**src/logic/rot_map.svh**
```systemverilog
// Register offsets, field positions and reset values of the radio test bank
`ifndef ROT_MAP_SVH
`define ROT_MAP_SVH

// ************************************************************
// Register offsets
// ************************************************************
`define ROT_ADDR_FORCE_A   7'h5D
`define ROT_ADDR_FORCE_B   7'h5E
`define ROT_ADDR_FORCE_C   7'h5F
`define ROT_ADDR_COEF_IDX  7'h60
`define ROT_ADDR_COEF_WORD 7'h61
`define ROT_ADDR_XTAL      7'h62
`define ROT_ADDR_RC_COARSE 7'h63

// ************************************************************
// Reset values
// ************************************************************
`define ROT_RST_FORCE_A    8'h00
`define ROT_RST_FORCE_B    8'h00
`define ROT_RST_FORCE_C    8'h00
`define ROT_RST_COEF_IDX   8'h00
`define ROT_RST_COEF_WORD  6'h00
`define ROT_RST_XTAL_WR    5'h04
`define ROT_RST_RC_COARSE  8'h00
`define ROT_RDATA_ZERO     8'h00

// ************************************************************
// Field positions
// ************************************************************
`define ROT_LDET_BIT       6
`define ROT_COEF_IDX_MSB   3
`define ROT_COEF_WORD_MSB  5
`define ROT_XTAL_WR_MSB    4
`define ROT_XTAL_HYST_BIT  4
`define ROT_XTAL_BIAS_BIT  3
`define ROT_XTAL_GAIN_BIT  2
`define ROT_XTAL_OVR_BIT   1
`define ROT_XTAL_BUF_BIT   0
`define ROT_RC_OVR_BIT     7
`define ROT_RC_VAL_MSB     6

`endif

```
**src/logic/rot_pkg.sv**
```systemverilog
// Types shared by the radio test bank and its users
package rot_pkg;

	// Register access request from the serial interface front end
	typedef struct packed {
		logic       wr;
		logic       rd;
		logic [6:0] addr;
		logic [7:0] wdata;
	} rot_reg_req_type;

	// Crystal oscillator controls that leave the bank
	typedef struct packed {
		logic hyst;
		logic double_bias;
		logic double_gain;
		logic buf_en;
	} rot_xtal_type;

	// Three groups of analog block enables
	typedef struct packed {
		logic [7:0] a;
		logic [7:0] b;
		logic [7:0] c;
	} rot_blk_en_type;

endpackage : rot_pkg

```
**src/logic/rot_regs.sv**
```systemverilog
// Analog override, filter coefficient, crystal and RC calibration test registers
//
// Functional notes
// RULE1 - Crystal register bits 7:5 read the power state: 000,001,011,010,111.
// RULE2 - Buffer override select 0: state machine drives buffer; 1: enable bit drives.
// RULE3 - Buffer enable bit does nothing unless override select is 1.
// RULE4 - Coarse RC override 0: seven-bit field reads internal calibration result.
// RULE5 - Coarse RC override 1: host writes field, device uses written value.
// RULE6 - Coefficient index bits 3:0 pick one of sixteen filter entries; 7:4 reserved.
// RULE7 - Coefficient word bits 5:0 access selected entry; 7:6 reserved; resets zero.
// RULE8 - Second enable register bit 6 drives lock detector directly, no override.
// RULE9 - First force register: mixer,LNA,PGA,PA,buf5,div3_2,buf1_2,mux2; resets zero.
// RULE10 - Second: delta-sigma, mux3, buf4, buf3, buf1_1, buf2; bit 0 PLL reset.
// RULE11 - Third: frac div, div3_1, div2, div1.5, bias shunt, VCO, CP, bandgap.
// RULE12 - Crystal writable bits: hysteresis, double bias, double gain; reset 00100.
// RULE13 - Force bit clear leaves state machine enable; set asserts the enable.
`timescale 1ns/1ps
`default_nettype none
`include "rot_map.svh"

module rot_regs
	import rot_pkg::*;
#(
	parameter int COEF_ENTRIES = 16,
	parameter int COEF_WIDTH   = 6
)
(
	// Clock and reset
	input  wire logic                  sys_clk,
	input  wire logic                  sys_rst,
	// Register access from the serial front end
	input  wire rot_reg_req_type       reg_req,
	output logic [7:0]                 reg_rdata,
	output logic                       reg_rvalid,
	// Power state machine side
	input  wire logic [2:0]            pwr_state,
	input  wire rot_blk_en_type        sm_blk_en,
	input  wire logic                  sm_xtal_buf_en,
	// RC oscillator calibration engine
	input  wire logic [6:0]            rc_coarse_int,
	output logic [6:0]                 rc_coarse_used,
	// Receive channel filter lookup
	input  wire logic [3:0]            coef_rd_idx,
	output logic [COEF_WIDTH-1:0]      coef_rd_data,
	// Analog controls
	output rot_blk_en_type             blk_en,
	output rot_xtal_type               xtal_ctrl
);

	// ************************************************************
	// Storage
	// ************************************************************
	logic [7:0]            force_a_q;
	logic [7:0]            force_b_q;
	logic [7:0]            force_c_q;
	logic [7:0]            coef_idx_q;
	logic [4:0]            xtal_wr_q;
	logic [7:0]            rc_q;
	logic [COEF_WIDTH-1:0] coef_mem [COEF_ENTRIES];
	logic [7:0]            rdata_d;
	logic [3:0]            sel_idx;
	rot_blk_en_type        blk_en_d;

	assign sel_idx = coef_idx_q[`ROT_COEF_IDX_MSB:0]; // Upper nibble is ignored [RULE6]

	// Force registers
	always_ff @(posedge sys_clk)
	begin
		if (sys_rst)
		begin
			force_a_q <= `ROT_RST_FORCE_A; // [RULE9]
			force_b_q <= `ROT_RST_FORCE_B;
			force_c_q <= `ROT_RST_FORCE_C; // [RULE11]
		end
		else if (reg_req.wr)
		begin
			if (reg_req.addr == `ROT_ADDR_FORCE_A)
				force_a_q <= reg_req.wdata;
			if (reg_req.addr == `ROT_ADDR_FORCE_B)
				force_b_q <= reg_req.wdata;
			if (reg_req.addr == `ROT_ADDR_FORCE_C)
				force_c_q <= reg_req.wdata;
		end
	end

	// Coefficient index; reserved bits are kept so they read back as written
	always_ff @(posedge sys_clk)
	begin
		if (sys_rst)
			coef_idx_q <= `ROT_RST_COEF_IDX;
		else if (reg_req.wr && reg_req.addr == `ROT_ADDR_COEF_IDX)
			coef_idx_q <= reg_req.wdata; // [RULE6]
	end

	// Coefficient table, one entry per index, cleared on reset
	generate
		for (genvar i = 0; i < COEF_ENTRIES; i++)
		begin : g_coef
			always_ff @(posedge sys_clk)
			begin
				if (sys_rst)
					coef_mem[i] <= COEF_WIDTH'(`ROT_RST_COEF_WORD); // [RULE7]
				else if (reg_req.wr && reg_req.addr == `ROT_ADDR_COEF_WORD
						&& sel_idx == 4'(i))
					coef_mem[i] <= reg_req.wdata[COEF_WIDTH-1:0]; // [RULE7]
			end
		end
	endgenerate

	// Crystal writable bits
	always_ff @(posedge sys_clk)
	begin
		if (sys_rst)
			xtal_wr_q <= `ROT_RST_XTAL_WR; // Only double gain set [RULE12]
		else if (reg_req.wr && reg_req.addr == `ROT_ADDR_XTAL)
			xtal_wr_q <= reg_req.wdata[`ROT_XTAL_WR_MSB:0]; // [RULE12]
	end

	// Coarse RC override register
	always_ff @(posedge sys_clk)
	begin
		if (sys_rst)
			rc_q <= `ROT_RST_RC_COARSE;
		else if (reg_req.wr && reg_req.addr == `ROT_ADDR_RC_COARSE)
			rc_q <= reg_req.wdata; // [RULE5]
	end

	// ************************************************************
	// Read path
	// ************************************************************
	always_comb
	begin
		rdata_d = `ROT_RDATA_ZERO; // Unmapped offsets read zero
		unique case (reg_req.addr)
			`ROT_ADDR_FORCE_A:   rdata_d = force_a_q;
			`ROT_ADDR_FORCE_B:   rdata_d = force_b_q;
			`ROT_ADDR_FORCE_C:   rdata_d = force_c_q;
			`ROT_ADDR_COEF_IDX:  rdata_d = coef_idx_q;
			`ROT_ADDR_COEF_WORD: rdata_d = 8'(coef_mem[sel_idx]); // Top bits zero [RULE7]
			`ROT_ADDR_XTAL:      rdata_d = {pwr_state, xtal_wr_q}; // [RULE1]
			`ROT_ADDR_RC_COARSE:
				// Live calibration result unless the host has taken over
				rdata_d = rc_q[`ROT_RC_OVR_BIT] ? rc_q
					: {1'h0, rc_coarse_int}; // [RULE4] [RULE5]
			default:             rdata_d = `ROT_RDATA_ZERO;
		endcase
	end

	// Read data registered; one cycle latency keeps outputs flop-driven
	always_ff @(posedge sys_clk)
	begin
		if (sys_rst)
		begin
			reg_rdata  <= `ROT_RDATA_ZERO;
			reg_rvalid <= 1'h0;
		end
		else
		begin
			reg_rvalid <= reg_req.rd;
			if (reg_req.rd)
				reg_rdata <= rdata_d;
		end
	end

	// ************************************************************
	// Analog control outputs
	// ************************************************************
	// Force bits can only turn blocks on, except lock detect bit 6 of b which follows its force bit alone; the state machine keeps them otherwise
	always_comb
	begin
		blk_en_d.a = sm_blk_en.a | force_a_q; // [RULE9] [RULE13]
		blk_en_d.b = sm_blk_en.b | force_b_q; // [RULE10] [RULE13]
		blk_en_d.b[`ROT_LDET_BIT] = force_b_q[`ROT_LDET_BIT]; // Direct drive [RULE8]
		blk_en_d.c = sm_blk_en.c | force_c_q; // [RULE11] [RULE13]
	end

	// Enable outputs
	always_ff @(posedge sys_clk)
	begin
		if (sys_rst)
			blk_en <= '0;
		else
			blk_en <= blk_en_d;
	end

	// Crystal controls; buffer enable bit is ignored until override is set
	always_ff @(posedge sys_clk)
	begin
		if (sys_rst)
			xtal_ctrl <= '0;
		else
		begin
			xtal_ctrl.hyst        <= xtal_wr_q[`ROT_XTAL_HYST_BIT]; // [RULE12]
			xtal_ctrl.double_bias <= xtal_wr_q[`ROT_XTAL_BIAS_BIT];
			xtal_ctrl.double_gain <= xtal_wr_q[`ROT_XTAL_GAIN_BIT];
			xtal_ctrl.buf_en      <= xtal_wr_q[`ROT_XTAL_OVR_BIT]
				? xtal_wr_q[`ROT_XTAL_BUF_BIT] : sm_xtal_buf_en; // [RULE2] [RULE3]
		end
	end

	// Calibration value used by the RC oscillator
	always_ff @(posedge sys_clk)
	begin
		if (sys_rst)
			rc_coarse_used <= '0;
		else
			rc_coarse_used <= rc_q[`ROT_RC_OVR_BIT]
				? rc_q[`ROT_RC_VAL_MSB:0] : rc_coarse_int; // [RULE4] [RULE5]
	end

	// Filter entry for the receive path
	always_ff @(posedge sys_clk)
	begin
		if (sys_rst)
			coef_rd_data <= '0;
		else
			coef_rd_data <= coef_mem[coef_rd_idx]; // [RULE6]
	end

endmodule : rot_regs

`default_nettype wire

```
**config.mk**
```make
export PLATFORM = sky130hd
export DESIGN_NAME = rot_regs
export DESIGN_NICKNAME = d
export VERILOG_FILES = /design/src/logic/rot_pkg.sv /design/src/logic/rot_regs.sv
export VERILOG_INCLUDE_DIRS = /design/src /design/src/logic
export SDC_FILE = /design/constraint.sdc
export NUM_CORES = 1
export LEC_CHECK = 0
export ABC_AREA = 1
export BUFFER_PORTS_ARGS = -buffer_cell sky130_fd_sc_hd__buf_2
export CAP_MARGIN = 30
export CORE_ASPECT_RATIO = 1.4
export CORE_MARGIN = 3
export CORE_UTILIZATION = 45
export CTS_CLUSTER_SIZE = 8
export DETAILED_ROUTE_END_ITERATION = 8
export GPL_TIMING_DRIVEN = 0
export PLACE_DENSITY = 0.76
export SLEW_MARGIN = 25
export SYNTH_ARGS = -nofsm -noshare
export SYNTH_HDL_FRONTEND = slang
export SYNTH_SLANG_ARGS = --single-unit
```
**constraint.sdc**
```tcl
create_clock -name sys_clk -period 4.8 [get_ports sys_clk]
set_input_delay 0.48 -clock sys_clk [delete_from_list [all_inputs] [get_ports sys_clk]]
set_output_delay 0.48 -clock sys_clk [all_outputs]
set_load 0.05 [all_outputs]
```
==> metrics.md <==
| Metric | Value |
|---|---|
| All-Layer GR Usage | 0.309 |
| Port Buffers | just over 100 |
| Min-delay src | sm_blk_en[17] |
| Starting Density | 0.464 |
| Slew margin rel. | 0.361 |
| Final hold vios | 0 |
| CP max FO | 7 |
| Die Footprint | 22500 sq um |
| CP Launch Type | input pin |
| Final HPWL DP | 26.1 mm |
| CTS tree | done |
| Num ports | 108 |
| Pwr Density | approximately 340 nW/um^2 |
| Via density | 5.57 |
| Total of max-cap violations | 0 |
| Mapped Cells | roughly 1200 |
| Antenna cells | 0 |
| Syn_area_per_cell | 7.83 sq um |
| Ys async rst share | 0 |
| Register area | a little under 5000 sq um |
| Post-route clock period utilization | 0.479 |
| Register area share after synthesis | 0.523 |
| Fillers | 1943 |
| Post-synth top flop | dfxtp_1 |
| Number of flops mapped to enable cells by yosys | 96 |
| Area of the multi-input gates | roughly 3600 sq um |
| Final WL | around 34 mm |
| Reg2reg end | coef_mem[11][3] |
| Hold Path Cell Cnt | 3 |
| Gr busiest metal | met2 |
| CP Data Required Time | about 5 ns |
| HP Class | in -> reg |
| RSZ-0062 raised after global routing | no |
| Final core occ | 0.536 |
| Worst vdd ir | 0.214 mV |
| Largest net degree at the start of global routing | 20 |
| Worst-skew pair later-pin latency | 0.45 ns |
| Post-synthesis net count | 1246 |
| Slew Limit Fails | 0 |
| Worst r2r src | coef_idx_q[0] |
| # setup viols final | 0 |
| DRT iter0 DRCs | 983 |
| Mapped cell area | 9310 sq um |
| Top post-synthesis cells by area | edfxtp_1 (31%), dfxtp_1 (21%), nor2_1 (7.6%), o21ai_0 (7.3%), nand3_1 (7.1%) |
| Crit path capture type | flip-flop |
| M2 GR Usage | 0.543 |
| Area growth syn-to-layout | 15.7% |
| Worst path arrival time | 2.37 ns |
| H-tree depth | 4 |
| Die width | 128 microns |
| Fmax | 0.435 GHz |
| Synthesized flop and latch total | 195 |
| Remaining antenna violation count after routing | 0 |
| Root Buffer | clkbuf_16 |
| Hold buffers post-CTS | 0 |
| CP peak stage delay | between 0.7 and 0.8 ns |
| Nets | 1374 |
| Dpl cell area | 10200 sq um |
| Minimum clock period | ~2.3 ns |
| CTS Buf Count | 17 |
| CTS resizes | 0 |
| Total global routing overflow | 0 |
| Setup TNS | 0 ns |
| Design area | 10800 sq um |
| Lkg Pwr | 4.62 nW |
| Row cnt | 61 |
| Post-CTS Setup Inserts | 0 |
| R2R depth | 4 |
| Placeable Area | 20100 sq um |
| Slowest CP cell | o21ai_0 |
| Measured slew at the worst slew-check pin | 0.949 ns |
| Vias | 8808 |
| First-pass GRT wire length | around 51 mm |
| GR Layer Usage met3 | 0.0524 |
| Share of the synthesized area in the top cell type | 0.310 |
| Met1 Use GR | 0.335 |
| Clk sinks | 195 |
| Synth area leader | edfxtp_1 |
| CP cell instances | buf_2 -> inv_1 -> nand3_2 -> clkinv_2 -> nand2_4 -> nor2_8 -> nand2_4 -> nor3_4 -> inv_1 -> o21ai_0 |
| DRC errors left | 0 |
| Hold Path End | blk_en[17] |
| Layout cells sized above 1 | 0.150 |
| Status | finished clean |
| Routed wire length per instance | 21.5 microns |
| Drt pass-1 iters | 5 |
| Synth Warn # | 0 |
| Routability Congestion | 0.984 |
| Crit path kind | in -> reg |
| Reg2reg setup slack | around 2.6 ns |
| Die Y | 176 microns |
| Initial antenna violation count | 0 |
| Worst clock skew | 0.00796 ns |
| Vias in the first global route | between 8000 and 9000 |
| Synth cell types | 28 |
| CTS Buffer Depth | 2 |
| Worst-path clk slew | 0.08 ns |
==> power by group <==
part | switching [W] | internal (W) | leakage [nW]
Sequential | 0.0000187 | 0.00179 | 1.80
Combinational | 0.000273 | 0.0000835 | 2.52
Clock | 0.000724 | 0.000762 | 0.297
Total | 0.00102 | 0.00263 | 4.62
==> sequential cells by signal (all words and copies together), names as in the netlist, 5 cells and up, named ones only <==
| name | cells |
|---|---|
| coef_mem | 96 |
| force_b_q | 8 |
| coef_rd_data | 6 |
| blk_en | 24 |
| force_c_q | 8 |
| xtal_wr_q | 5 |
| force_a_q | 8 |
| coef_idx_q | 8 |
| rc_coarse_used | 7 |
| rc_q | 8 |
| reg_rdata | 8 |
==> cells in the final DEF, fill, tap and decap left out, drive strengths merged, types with 50 or more instances in the layout <==
| cell type | n |
|---|---|
| edfxtp | 96 |
| o21ai | 136 |
| dfxtp | 99 |
| inv | 166 |
| buf | 138 |
| nor2 | 196 |
| nand3 | 141 |
| a21oi | 104 |
| nand2 | 168 |
| clkbuf | 50 |
==> routing by layer <==
metal / routed length, microns / up-vias
met5: 0 / -
met4: 2580 / 0
met3: 2160 / 136
met2: 17400 / 424
met1: 12000 / 4111
li1: - / 4137
==> logic make-up (layout without fill, tap and decap cells) <==
kind of cell / count (synthesis) / after routing / share of synthesized area
AO/OA/AOI/OAI: 248 / 248 / 0.135
buffers and inverters: 228 / 369 / 0.0954
flip-flops: 195 / 195 / 0.523
AND/OR/NAND/NOR: 517 / 517 / 0.247
==> synthesized netlist by cell type (3+ instances only) <==
master,n
nand2_1,163
nand3_1,132
dfxtp_1,99
a21oi_1,104
o21ai_0,136
clkinv_1,9
inv_1,153
nand3_4,4
nor2_2,4
nand2_2,3
o211ai_1,5
nor2_1,189
clkbuf_1,32
buf_2,24
inv_2,3
edfxtp_1,96
buf_1,5
o22ai_1,3
or2_2,6
nand3_2,5
==> final cells by class <==
class | count | share of cell area
sequential | 195 | 0.452
multi-input combinational | 765 | 0.330
inverter | 167 | 0.0584
timing repair buffer | 109 | 0.0507
clock buffer | 18 | 0.0408
tap | 252 | 0.0293
buffer | 61 | 0.0241
clock inverter | 14 | 0.0150
==> worst max-delay path by stage <==
stage	cells past startpoint	to	startpoint
floorplan	9	coef_mem[11][0]	reg_req[12]
global placement	10	coef_mem[15][3]	reg_req[12]
detailed placement	10	coef_mem[7][1]	reg_req[12]
CTS	10	coef_mem[7][0]	reg_req[12]
global route	10	coef_mem[7][0]	reg_req[12]
finish	10	coef_mem[11][3]	reg_req[12]
==> critical path: cells and delay by family <==
kind / cells / cell delay, ns
and+or+nand+nor: 5 / 0.69
AOI/OAI and AO/OA: 1 / 0.74
buffers and inverters: 4 / 0.45
==> metrics by stage <==
stage	setup WS, ns	power, W	hold WS [ns]	instances
3_5_place_dp	2.08	0.00220	0.443	1547
4_1_cts	2.54	0.00365	0.230	1579
6_report	2.50	0.00365	0.234	1581
2_1_floorplan	2.69	0.00205	0.413	1188
5_1_grt	2.36	0.00374	0.253	1581
3_3_place_gp	1.90	0.00220	0.437	1543
No activity file was read; power rests on OpenSTA's default activity.
